**config.mk**
```make
export PLATFORM = sky130hd
export DESIGN_NAME = hfp_host
export DESIGN_NICKNAME = d
export VERILOG_FILES = /design/src/rtl/hfp_pkg.sv /design/src/rtl/hfp_host.sv /design/src/rtl/hfp_timer.sv /design/src/rtl/hfp_sync.sv
export VERILOG_INCLUDE_DIRS = /design/src /design/src/rtl
export SDC_FILE = /design/constraint.sdc
export NUM_CORES = 1
export LEC_CHECK = 0
export ABC_AREA = 1
export BUFFER_PORTS_ARGS = -buffer_cell sky130_fd_sc_hd__buf_2
export CAP_MARGIN = 15
export CELL_PAD_IN_SITES_DETAIL_PLACEMENT = 1
export CELL_PAD_IN_SITES_GLOBAL_PLACEMENT = 2
export CORE_MARGIN = 8
export CORE_UTILIZATION = 24
export CTS_BUF_LIST = sky130_fd_sc_hd__clkbuf_4 sky130_fd_sc_hd__clkbuf_8 sky130_fd_sc_hd__clkbuf_16
export DETAILED_ROUTE_END_ITERATION = 10
export HOLD_SLACK_MARGIN = 0.08
export PLACE_DENSITY_LB_ADDON = 0.12
export SETUP_SLACK_MARGIN = 0.5
export SYNTH_ARGS = -nofsm -noshare
export SYNTH_HDL_FRONTEND = slang
export SYNTH_SLANG_ARGS = --single-unit
```
**constraint.sdc**
```tcl
create_clock -name i_sys_clk -period 1.8 [get_ports i_sys_clk]
set_input_delay 0.18 -clock i_sys_clk [delete_from_list [all_inputs] [get_ports i_sys_clk]]
set_output_delay 0.18 -clock i_sys_clk [all_outputs]
set_load 0.03 [all_outputs]
```
**src/rtl/hfp_defines.svh**
```systemverilog
// Constants for the boot-block flash host port: register offsets, field positions,
// reset values and strobe timing counts.
// Assumes a 100 MHz system clock; include by bare name.
`ifndef HFP_DEFINES_SVH
`define HFP_DEFINES_SVH

// Register byte offsets, one aligned word each
`define HFP_CTRL_OFS      8'h00
`define HFP_ADDR_OFS      8'h04
`define HFP_WDATA_OFS     8'h08
`define HFP_CMD_OFS       8'h0C
`define HFP_STATUS_OFS    8'h10
`define HFP_RDATA_OFS     8'h14

// Control register fields
`define HFP_CTRL_BYTE     0
`define HFP_CTRL_PDOWN    1
`define HFP_CTRL_RP_HV    2
`define HFP_CTRL_WP_HIGH  3
`define HFP_CTRL_SIG_HV   4
`define HFP_CTRL_W        5
`define HFP_CTRL_RST      5'h00

// Command register fields
`define HFP_CMD_READ      0
`define HFP_CMD_WRITE     1

// Status register fields
`define HFP_ST_BUSY       0
`define HFP_ST_OUT_OK     1
`define HFP_ST_WAKE_OK    2
`define HFP_ST_REFUSED    3

// Timing, figures in ns and derived cycle counts (least times round up)
`define HFP_CLK_NS        10
`define HFP_RECOVERY_NS   450
`define HFP_WAKE_NS       300
`define HFP_SETUP_NS      10
`define HFP_WE_LOW_NS     50
`define HFP_HOLD_NS       10
`define HFP_ACCESS_NS     100
`define HFP_SYNC_CYC      2
`define HFP_RECOVERY_CYC  ((`HFP_RECOVERY_NS + `HFP_CLK_NS - 1) / `HFP_CLK_NS)
`define HFP_WAKE_CYC      ((`HFP_WAKE_NS + `HFP_CLK_NS - 1) / `HFP_CLK_NS)
`define HFP_SETUP_CYC     ((`HFP_SETUP_NS + `HFP_CLK_NS - 1) / `HFP_CLK_NS)
`define HFP_WE_LOW_CYC    ((`HFP_WE_LOW_NS + `HFP_CLK_NS - 1) / `HFP_CLK_NS)
`define HFP_HOLD_CYC      ((`HFP_HOLD_NS + `HFP_CLK_NS - 1) / `HFP_CLK_NS)
`define HFP_ACCESS_CYC    (((`HFP_ACCESS_NS + `HFP_CLK_NS - 1) / `HFP_CLK_NS) + `HFP_SYNC_CYC)

`endif

```
**src/rtl/hfp_pkg.sv**
```systemverilog
// Types shared by the boot-block flash host port.
// Assumes nothing beyond a SystemVerilog tool.
package hfp_pkg;
  // Sequencer states of the pin engine
  typedef enum logic [2:0] {
    ST_IDLE,
    ST_RD_WAIT,
    ST_WR_SETUP,
    ST_WR_PULSE,
    ST_WR_HOLD
  } hfp_state_e;
  typedef logic [15:0] hfp_data_t;   // Flash data bus
  typedef logic [18:0] hfp_addr_t;   // Flash address pins
  typedef logic [15:0] hfp_count_t;  // Timer count
endpackage

```
**src/rtl/hfp_host.sv**
```systemverilog
// Host controller for an asynchronous boot-block flash: AHB-Lite register slave
// plus a pin engine that drives chip select, output and write strobes.
// Assumes a single AHB-Lite master, flash pins wired directly to the ports.
//
// Operation
// RULE_01: Array has boot, parameter and main blocks
// RULE_02: Boot block sits at top or bottom
// RULE_03: Erase clears block; program changes one location
// RULE_04: Internal sequencer runs program and erase timing
// RULE_05: Device keeps readable busy and result flags
// RULE_06: Low program supply refuses program and erase
// RULE_07: High voltage on reset pin unlocks boot
// RULE_08: Chip select and reset high give standby
// RULE_09: Reset low blocks writes, floats outputs
// RULE_10: Host waits recovery and wake after reset
// RULE_11: Device returns to read array after reset
// RULE_12: System reset drives the flash reset pin
// RULE_13: Address pins latched during each write cycle
// RULE_14: Host holds address and data through rising
// RULE_15: Commands written with chip select and write
// RULE_16: Data drivers on only during enabled reads
// RULE_17: Chip select high deselects the device
// RULE_18: Width chosen at power-up, upper pin addresses
// RULE_19: High voltage on signature pin selects identifiers
// RULE_20: Byte signature mode returns lower byte only
// RULE_21: Locked boot block rejects, sets failure flag
// RULE_22: Byte mode floats data lines eight-fourteen
// RULE_23: Locked boot still readable, others writable
// RULE_24: Read array mode drives array data out
`include "hfp_defines.svh"
`timescale 1ns/1ps
`default_nettype none
module hfp_host (
  input  wire logic               i_sys_clk,
  input  wire logic               i_resetn,
  // AHB-Lite slave
  input  wire logic               i_hsel,
  input  wire logic [31:0]        i_haddr,
  input  wire logic [1:0]         i_htrans,
  input  wire logic               i_hwrite,
  input  wire logic [2:0]         i_hsize,
  input  wire logic [31:0]        i_hwdata,
  input  wire logic               i_hready,
  output logic                    o_hreadyout,
  output logic                    o_hresp,
  output logic [31:0]             o_hrdata,
  // Flash pins
  output logic                    o_ce_n,
  output logic                    o_oe_n,
  output logic                    o_we_n,
  output logic                    o_rp_n,
  output logic                    o_rp_hv,
  output logic                    o_wp_n,
  output logic                    o_byte_n,
  output logic                    o_a9_hv,
  output hfp_pkg::hfp_addr_t      o_addr,
  output hfp_pkg::hfp_data_t      o_dq_o,
  output hfp_pkg::hfp_data_t      o_dq_oe,
  input  wire hfp_pkg::hfp_data_t i_dq_i
);
  import hfp_pkg::*;

  // Bus phase capture
  logic        wr_pend_q;      // Write data phase pending
  logic [7:0]  wr_ofs_q;       // Offset of pending write
  // Software registers
  logic [`HFP_CTRL_W-1:0] ctrl_q;   // Control bits
  logic [19:0] addr_q;         // Flash byte/word address, bit 0 is low address in byte mode
  hfp_data_t   wdata_q;        // Data for the next write cycle
  hfp_data_t   rdata_q;        // Data of the last read cycle
  logic        refused_q;      // Sticky: a command came while not allowed
  // Recovery tracking
  hfp_count_t  rec_cnt_q;      // Cycles since the reset pin rose
  logic        out_ok;         // Reads allowed
  logic        wake_ok;        // Writes allowed
  // Pin engine
  hfp_state_e  state_q;        // Engine state
  logic        tmr_load;       // Start a phase
  hfp_count_t  tmr_val;        // Phase length minus one
  logic        tmr_done;       // Phase finished
  hfp_data_t   dq_sync;        // Synchronised data pins
  logic        go_rd;          // Accepted read command
  logic        go_wr;          // Accepted write command
  logic        cmd_wr;         // Command register written
  logic        byte_mode;      // Width currently on the pins

  // Register read mux, shared by the bus read path
  function automatic logic [31:0] reg_read(input logic [7:0] ofs);
    logic [31:0] v;
    v = 32'h0000_0000;
    if (ofs == `HFP_CTRL_OFS) begin
      v[`HFP_CTRL_W-1:0] = ctrl_q;
    end else if (ofs == `HFP_ADDR_OFS) begin
      v[19:0] = addr_q;
    end else if (ofs == `HFP_WDATA_OFS) begin
      v[15:0] = wdata_q;
    end else if (ofs == `HFP_STATUS_OFS) begin
      v[`HFP_ST_BUSY]    = (state_q != ST_IDLE);
      v[`HFP_ST_OUT_OK]  = out_ok;
      v[`HFP_ST_WAKE_OK] = wake_ok;
      v[`HFP_ST_REFUSED] = refused_q;
    end else if (ofs == `HFP_RDATA_OFS) begin
      v[15:0] = rdata_q;
    end
    return v;
  endfunction

  // Zero-wait slave, always OKAY; unmapped reads give zero
  assign o_hreadyout = 1'b1;
  assign o_hresp     = 1'b0;

  // Address phase capture and registered read data
  always_ff @(posedge i_sys_clk) begin
    if (!i_resetn) begin
      wr_pend_q <= 1'b0;
      wr_ofs_q  <= 8'h00;
      o_hrdata  <= 32'h0000_0000;
    end else if (i_hready) begin
      wr_pend_q <= i_hsel && i_htrans[1] && i_hwrite;
      wr_ofs_q  <= i_haddr[7:0];
      if (i_hsel && i_htrans[1] && !i_hwrite) begin
        o_hrdata <= reg_read(i_haddr[7:0]);
      end
    end
  end

  assign cmd_wr = wr_pend_q && (wr_ofs_q == `HFP_CMD_OFS);
  // Reads need valid outputs, writes need the wake time as well
  assign go_rd  = cmd_wr && i_hwdata[`HFP_CMD_READ] && (state_q == ST_IDLE) && out_ok; // [RULE_10]
  assign go_wr  = cmd_wr && i_hwdata[`HFP_CMD_WRITE] && !i_hwdata[`HFP_CMD_READ]
                  && (state_q == ST_IDLE) && wake_ok; // [RULE_10]

  // Software register writes; address and data frozen while a cycle runs
  always_ff @(posedge i_sys_clk) begin
    if (!i_resetn) begin
      ctrl_q  <= `HFP_CTRL_RST;
      addr_q  <= 20'h00000;
      wdata_q <= 16'h0000;
    end else if (wr_pend_q) begin
      if (wr_ofs_q == `HFP_CTRL_OFS) begin
        ctrl_q <= i_hwdata[`HFP_CTRL_W-1:0];
      end else if (wr_ofs_q == `HFP_ADDR_OFS && state_q == ST_IDLE) begin
        addr_q <= i_hwdata[19:0];
      end else if (wr_ofs_q == `HFP_WDATA_OFS && state_q == ST_IDLE) begin
        wdata_q <= i_hwdata[15:0];
      end
    end
  end

  // Refused flag: a new refusal wins over the clear by an accepted command
  always_ff @(posedge i_sys_clk) begin
    if (!i_resetn) begin
      refused_q <= 1'b0;
    end else if (cmd_wr && (i_hwdata[1:0] != 2'b00) && !go_rd && !go_wr) begin
      refused_q <= 1'b1;
    end else if (go_rd || go_wr) begin
      refused_q <= 1'b0;
    end
  end

  // Reset pin follows system reset and the power-down bit
  always_ff @(posedge i_sys_clk) begin
    if (!i_resetn) begin
      o_rp_n <= 1'b0; // [RULE_12]
    end else begin
      o_rp_n <= !ctrl_q[`HFP_CTRL_PDOWN]; // [RULE_12]
    end
  end

  // Static control pins; width may change only while the reset pin is low
  always_ff @(posedge i_sys_clk) begin
    if (!i_resetn) begin
      o_rp_hv  <= 1'b0;
      o_wp_n   <= 1'b0;
      o_a9_hv  <= 1'b0;
      o_byte_n <= 1'b1;
    end else begin
      o_rp_hv <= ctrl_q[`HFP_CTRL_RP_HV] && !ctrl_q[`HFP_CTRL_PDOWN];
      o_wp_n  <= ctrl_q[`HFP_CTRL_WP_HIGH];
      o_a9_hv <= ctrl_q[`HFP_CTRL_SIG_HV];
      // Only while power-down is still asked for, so the width pin never moves
      // on the same edge at which the reset pin rises
      if (!o_rp_n && ctrl_q[`HFP_CTRL_PDOWN]) begin
        o_byte_n <= !ctrl_q[`HFP_CTRL_BYTE]; // [RULE_18]
      end
    end
  end

  assign byte_mode = !o_byte_n;

  // Count from the rising reset pin, saturating
  always_ff @(posedge i_sys_clk) begin
    if (!i_resetn || !o_rp_n) begin
      rec_cnt_q <= 16'h0000;
    end else if (rec_cnt_q != 16'hFFFF) begin
      rec_cnt_q <= rec_cnt_q + 16'h0001;
    end
  end

  assign out_ok  = o_rp_n && (rec_cnt_q >= 16'(`HFP_RECOVERY_CYC)); // [RULE_10]
  assign wake_ok = o_rp_n && (rec_cnt_q >= 16'(`HFP_WAKE_CYC)) && out_ok; // [RULE_10]

  // Phase timer loads on each transition into a timed state
  always_comb begin
    tmr_load = 1'b0;
    tmr_val  = 16'h0000;
    case (state_q)
      ST_IDLE: begin
        if (go_rd) begin
          tmr_load = 1'b1;
          tmr_val  = 16'(`HFP_ACCESS_CYC - 1);
        end else if (go_wr) begin
          tmr_load = 1'b1;
          tmr_val  = 16'(`HFP_SETUP_CYC - 1);
        end
      end
      ST_WR_SETUP: begin
        tmr_load = tmr_done;
        tmr_val  = 16'(`HFP_WE_LOW_CYC - 1);
      end
      ST_WR_PULSE: begin
        tmr_load = tmr_done;
        tmr_val  = 16'(`HFP_HOLD_CYC - 1);
      end
      default: begin
        tmr_load = 1'b0;
      end
    endcase
  end

  hfp_timer u_timer (
    .i_sys_clk (i_sys_clk),
    .i_resetn  (i_resetn),
    .i_load    (tmr_load),
    .i_value   (tmr_val),
    .o_done    (tmr_done)
  );

  // Data pins pass two flops before the engine samples them
  hfp_sync u_sync (
    .i_sys_clk (i_sys_clk),
    .i_resetn  (i_resetn),
    .i_async   (i_dq_i),
    .o_sync    (dq_sync)
  );

  // Pin engine: strobes, address and data all from flops.
  // A read holds the output enable low long enough to cover the access time
  // plus the two synchroniser stages, trading speed for a safe sample.
  always_ff @(posedge i_sys_clk) begin
    if (!i_resetn || !o_rp_n) begin
      state_q <= ST_IDLE;
      o_ce_n  <= 1'b1;
      o_oe_n  <= 1'b1;
      o_we_n  <= 1'b1;
      o_addr  <= 19'h00000;
      o_dq_o  <= 16'h0000;
      o_dq_oe <= 16'h0000;
    end else begin
      case (state_q)
        ST_IDLE: begin
          // Word mode uses the low address bits, byte mode shifts up one
          o_addr <= byte_mode ? addr_q[19:1] : addr_q[18:0];
          if (go_rd) begin
            o_ce_n  <= 1'b0;
            o_oe_n  <= 1'b0;
            // Upper data pin carries the low address in byte mode
            o_dq_o  <= {addr_q[0], 15'h0000}; // [RULE_18]
            o_dq_oe <= {byte_mode, 15'h0000}; // [RULE_18]
            state_q <= ST_RD_WAIT;
          end else if (go_wr) begin
            o_ce_n  <= 1'b0;
            o_dq_o  <= byte_mode ? {addr_q[0], 7'h00, wdata_q[7:0]} : wdata_q;
            o_dq_oe <= byte_mode ? 16'h80FF : 16'hFFFF;
            state_q <= ST_WR_SETUP;
          end
        end
        ST_RD_WAIT: begin
          if (tmr_done) begin
            o_ce_n  <= 1'b1;
            o_oe_n  <= 1'b1;
            o_dq_oe <= 16'h0000;
            state_q <= ST_IDLE;
          end
        end
        ST_WR_SETUP: begin
          if (tmr_done) begin
            o_we_n  <= 1'b0; // [RULE_15]
            state_q <= ST_WR_PULSE;
          end
        end
        ST_WR_PULSE: begin
          // Address and data stay put through the rising edge
          if (tmr_done) begin
            o_we_n  <= 1'b1; // [RULE_14]
            state_q <= ST_WR_HOLD;
          end
        end
        ST_WR_HOLD: begin
          if (tmr_done) begin
            o_ce_n  <= 1'b1;
            o_dq_oe <= 16'h0000;
            state_q <= ST_IDLE;
          end
        end
        default: begin
          state_q <= ST_IDLE;
        end
      endcase
    end
  end

  // Capture read data; byte mode keeps only the low lane
  always_ff @(posedge i_sys_clk) begin
    if (!i_resetn) begin
      rdata_q <= 16'h0000;
    end else if (state_q == ST_RD_WAIT && tmr_done) begin
      rdata_q <= byte_mode ? {8'h00, dq_sync[7:0]} : dq_sync; // [RULE_18]
    end
  end
endmodule // hfp_host
`default_nettype wire

```
**src/rtl/hfp_timer.sv**
```systemverilog
// Down counter that times each strobe phase of the pin engine.
// Assumes the loader gives the phase length minus one.
`timescale 1ns/1ps
`default_nettype none
module hfp_timer (
  input  wire logic              i_sys_clk,
  input  wire logic              i_resetn,
  input  wire logic              i_load,
  input  wire hfp_pkg::hfp_count_t i_value,
  output logic                   o_done
);
  import hfp_pkg::*;

  hfp_count_t cnt_q;  // Remaining cycles

  // Load wins over counting so a phase starts cleanly
  always_ff @(posedge i_sys_clk) begin
    if (!i_resetn) begin
      cnt_q <= 16'h0000;
    end else if (i_load) begin
      cnt_q <= i_value;
    end else if (cnt_q != 16'h0000) begin
      cnt_q <= cnt_q - 16'h0001;
    end
  end

  // Done once the count has run out. It must not look at the load: the engine
  // loads the next phase from this very flag, and that would close a loop.
  assign o_done = (cnt_q == 16'h0000);
endmodule // hfp_timer
`default_nettype wire

```
**src/rtl/hfp_sync.sv**
```systemverilog
// Two-flop synchroniser for the data pins read back from the flash.
// Assumes the flash data is stable while the output enable is held low.
`timescale 1ns/1ps
`default_nettype none
module hfp_sync (
  input  wire logic              i_sys_clk,
  input  wire logic              i_resetn,
  input  wire hfp_pkg::hfp_data_t i_async,
  output hfp_pkg::hfp_data_t     o_sync
);
  import hfp_pkg::*;

  hfp_data_t meta_q;  // First stage, read only by the second
  hfp_data_t sync_q;  // Second stage

  // Plain two-stage capture
  always_ff @(posedge i_sys_clk) begin
    if (!i_resetn) begin
      meta_q <= 16'h0000;
      sync_q <= 16'h0000;
    end else begin
      meta_q <= i_async;
      sync_q <= meta_q;
    end
  end

  assign o_sync = sync_q;
endmodule // hfp_sync
`default_nettype wire

```
==> summary.md <==
| Metric | Value |
|---|---|
| Status | complete, no violations |
| Pwr/cell area | between 800 and 900 nW/µm² |
| Final Non-Filler Cells | around 1900 |
| Mapped Avg Cell Area | around 7.5 µm² |
| Max-cap violations | 0 |
| RePlAce Congestion | roughly 0.77 |
| Register share of total power | 0.427 |
| Synth-to-Final Area Change | 61.65% |
| Ports | around 180 |
| Fillers | approximately 4000 |
| Final hold vios | 0 |
| Initial antenna violation count | 0 |
| Vert. Die Dim | between 200 and 250 µm |
| Data arrival, critical path | between 2 and 2.5 ns |
| Final min period | 1.766 ns |
| Comb pwr share | 0.203 |
| Worst-path cell chain | nor2_2 > nand2_2 > nor2_4 > buf_6 > nand4_1 > nor2_4 > nand2_8 > nand2_8 > clkbuf_16 > nand3_2 > a21oi_2 |
| Total power | 11.14 mW |
| Seq cells post-synth | 200 |
| Starting Density | 0.2440 |
| Yosys top cell by area | dfxtp_1 |
| Synth unique cells | between 40 and 50 |
| CTS Buf Count | 17 |
| Finished Cell Area | roughly 14000 µm² |
| Top delay family on crit path | simple AND/OR/NAND/NOR gates |
| Slew @ Worst Pin | 0.5708 ns |
| Busiest grt layer | met2 |
| Final setup viols | 0 |
| Hold Crit Class | input pin to register |
| CP required | about 2.2 ns |
| Share of the synthesized area in the top cell type | 0.4738 |
| Crit-path max FO | 5 |
| Vias in the first global route | around 9000 |
| Final period util | 0.9809 |
| Final Hold Slack | around 0.12 ns |
| Starting DRT DRC Count | 300 |
| GR Util met3 | 0.03285 |
| Ranking of synthesized cells by area | dfxtp_1, nand2_1, a21oi_1 |
| Pin count of the biggest net entering global routing | 56 |
| Leak | just under 6 nW |
| Final design utilization | 0.3945 |
| Vias | 8505 |
| Std-Cell Rows | 68 |
| Drt total wl | ~34 mm |
| Root buf cell | clkbuf_16 |
| Final Max Tran Viols | 0 |
| Crit path buf inv count | 2 |
| Met2 Track Usage GR | 0.2780 |
| CTS tree | done |
| Met1 usage | 0.2074 |
| Dpl cell area | 10220 µm² |
| Setup TNS | 0 ns |
| Worst Skew | around 0.016 ns |
| Grt ovf | 0 |
| Avg Vias per Cell | 4.517 |
| Achievable Freq | between 500 and 600 MHz |
| Internal | ~7.7 mW |
| Fin worst setup slack | roughly 0.034 ns |
| H-tree depth | 4 |
| Sw frac | 0.3104 |
| Crit-path max cell delay | around 0.33 ns |
| RSZ-0062 raised after global routing | yes |
| First-pass DRT Iterations | 4 |
| Switching power | approximately 3.5 mW |
| Synth Cell Area | 8451 µm² |
| Reg clk slew, reported paths | roughly 0.090 ns |
| Diode count | 0 |
| Post-Place Cells | roughly 1700 |
| First-pass GRT wire length | ~52 mm |
| All-Layer GR Usage | 0.1616 |
| Maximum vdd drop | about 650 µV |
| Mapped Cells | 1126 |
| Num Clock Sinks | 200 |
| CP endpoint kind | register |
| Clk pwr share | 0.370 |
| Post-synth ARST share | 0 |
| Die Area | ~41000 µm² |
| Antenna-violating nets left | 0 |
| Startpoint types | register |
| Worst skew pair latency | 0.46 ns |
| Core Region | approximately 35000 µm² |
| DRC | 0 |
| Share of post-route cells with drive strength above 1 | 0.4209 |
| IO Port Bufs | between 100 and 150 |
| Max clock buf depth | 2 |
| CP max stage cell | dfxtp_2 |
| DP Worst Slack | -0.04749 ns |
| Routed wire per std cell | between 15 and 20 µm |
| Chip width | between 200 and 250 µm |
| Post-synth EDFFs | 0 |
| Register area share after synthesis | 0.4738 |
| CP Class | register to register |
| Yosys warns | 0 |
| Normalized max-slew margin | 0.6195 |
| Nets | between 1500 and 2000 |
| Ys flop type | dfxtp_1 |
| Post-detail-place hpwl | between 20 and 25 mm |
[cell type report]
class / count / area [µm²] / area share
sequential: 200 / 4046 / 0.2962
clock inverter: 15 / 195.2 / 0.01429
multi-input combinational: 706 / 4798 / 0.3513
clock buffer: 17 / 425.4 / 0.03114
timing repair buffer: 338 / 3030 / 0.2218
tap: 455 / 569.3 / 0.04167
inverter: 152 / 595.6 / 0.04360
[state kept, by name (all words and copies together), names as in the netlist, 5 cells and up]
signal         count
addr_q            20
ctrl_q             5
o_addr            19
o_dq_o            16
o_hrdata          20
rdata_q           16
rec_cnt_q         16
u_sync.meta_q     16
u_sync.o_sync     16
u_timer.cnt_q     16
wdata_q           16
wr_ofs_q           8
[power groups by stage]
stage / sequential (mW) / combinational [mW] / clock (mW)
floorplan: 4.78 / 1.05 / 0
global placement: 4.80 / 1.51 / 0
detailed placement: 4.80 / 1.51 / 0
CTS: 4.74 / 1.94 / 4.27
global route: 4.78 / 2.49 / 4.44
finish: 4.76 / 2.26 / 4.12
[per-layer routing]
layer  wire [µm]  vias to the layer above
met5           0                        -
met4         273                        0
met3         907                       16
met2       16930                      101
met1       15550                     4152
li1            -                     4236
[worst paths after layout]
| path | cells after the start | start | slack (ns) | endpoint |
|---|---|---|---|---|
| worst max-delay path | 11 | wr_ofs_q[6] | 0.03 | o_dq_o[10] |
| worst min-delay path | 3 | i_hready | 0.12 | wr_ofs_q[6] |
| worst max register to register | 11 | wr_ofs_q[6] | 0.03 | o_dq_o[10] |
| worst min register to register | 2 | u_sync.meta_q[13] | 0.42 | u_sync.o_sync[13] |
[cell families (layout without fill, tap and decap cells)]
kind of cell / Yosys count / after routing / synth area share
and+or+nand+nor: 404 / 404 / 0.2082
AOI/OAI and AO/OA: 265 / 265 / 0.1738
buffers and inverters: 232 / 522 / 0.1173
DFF: 200 / 200 / 0.4738
xor gates and xnor gates: 18 / 18 / 0.01866
adders and majority gates: 5 / 5 / 0.007403
other: 2 / 14 / 0.0008887
[cells in the final DEF, fill, tap and decap left out, drive strengths merged, types with 13 or more instances in the layout]
cell type and n:
nor3 17, nand2 216, conb 14, nand3 48, buf 282, dlygate4sd3 46, a211oi 18, nor2 95
nand4 13, clkbuf 26, o21ai 94, a21oi 116, inv 159, a31oi 21, dfxtp 200
[cell usage after synthesis (2+ instances only)]
library cell / n
nand2_1: 211
dfxtp_1: 200
inv_1: 148
a21oi_1: 115
o21ai_0: 93
nor2_1: 88
nand3_1: 47
clkbuf_1: 41
buf_4: 27
a31oi_1: 21
a211oi_1: 18
nor3_1: 16
nand4_1: 13
xnor2_1: 10
buf_2: 9
nor4_1: 9
xor2_1: 8
o221ai_1: 7
ha_1: 5
a311oi_1: 4
nor2_2: 4
inv_2: 3
nand2_2: 3
or2_2: 3
buf_1: 2
conb_1: 2
nand2_4: 2
nor2_4: 2
o211ai_1: 2
[worst reg2reg max path, delay by kind of cell (launching register included)]
| family | cells | cell delay, ns |
|---|---|---|
| flops | 1 | 0.33 |
| simple gates | 8 | 0.96 |
| buf+inv | 2 | 0.27 |
| compound gates | 1 | 0.13 |
[timing repair]
item | CTS | global route
gates resized for setup | 206 | 169
hold endpoints to repair | 62 | 0
gates cloned | 15 | 2
endpoints found under the setup margin | 155 | 164
buffers inserted | 42 | 15
hold buffers | 46 | 0
pin swaps | 51 | 56
Note: power is estimated with default switching activity, not from simulation.
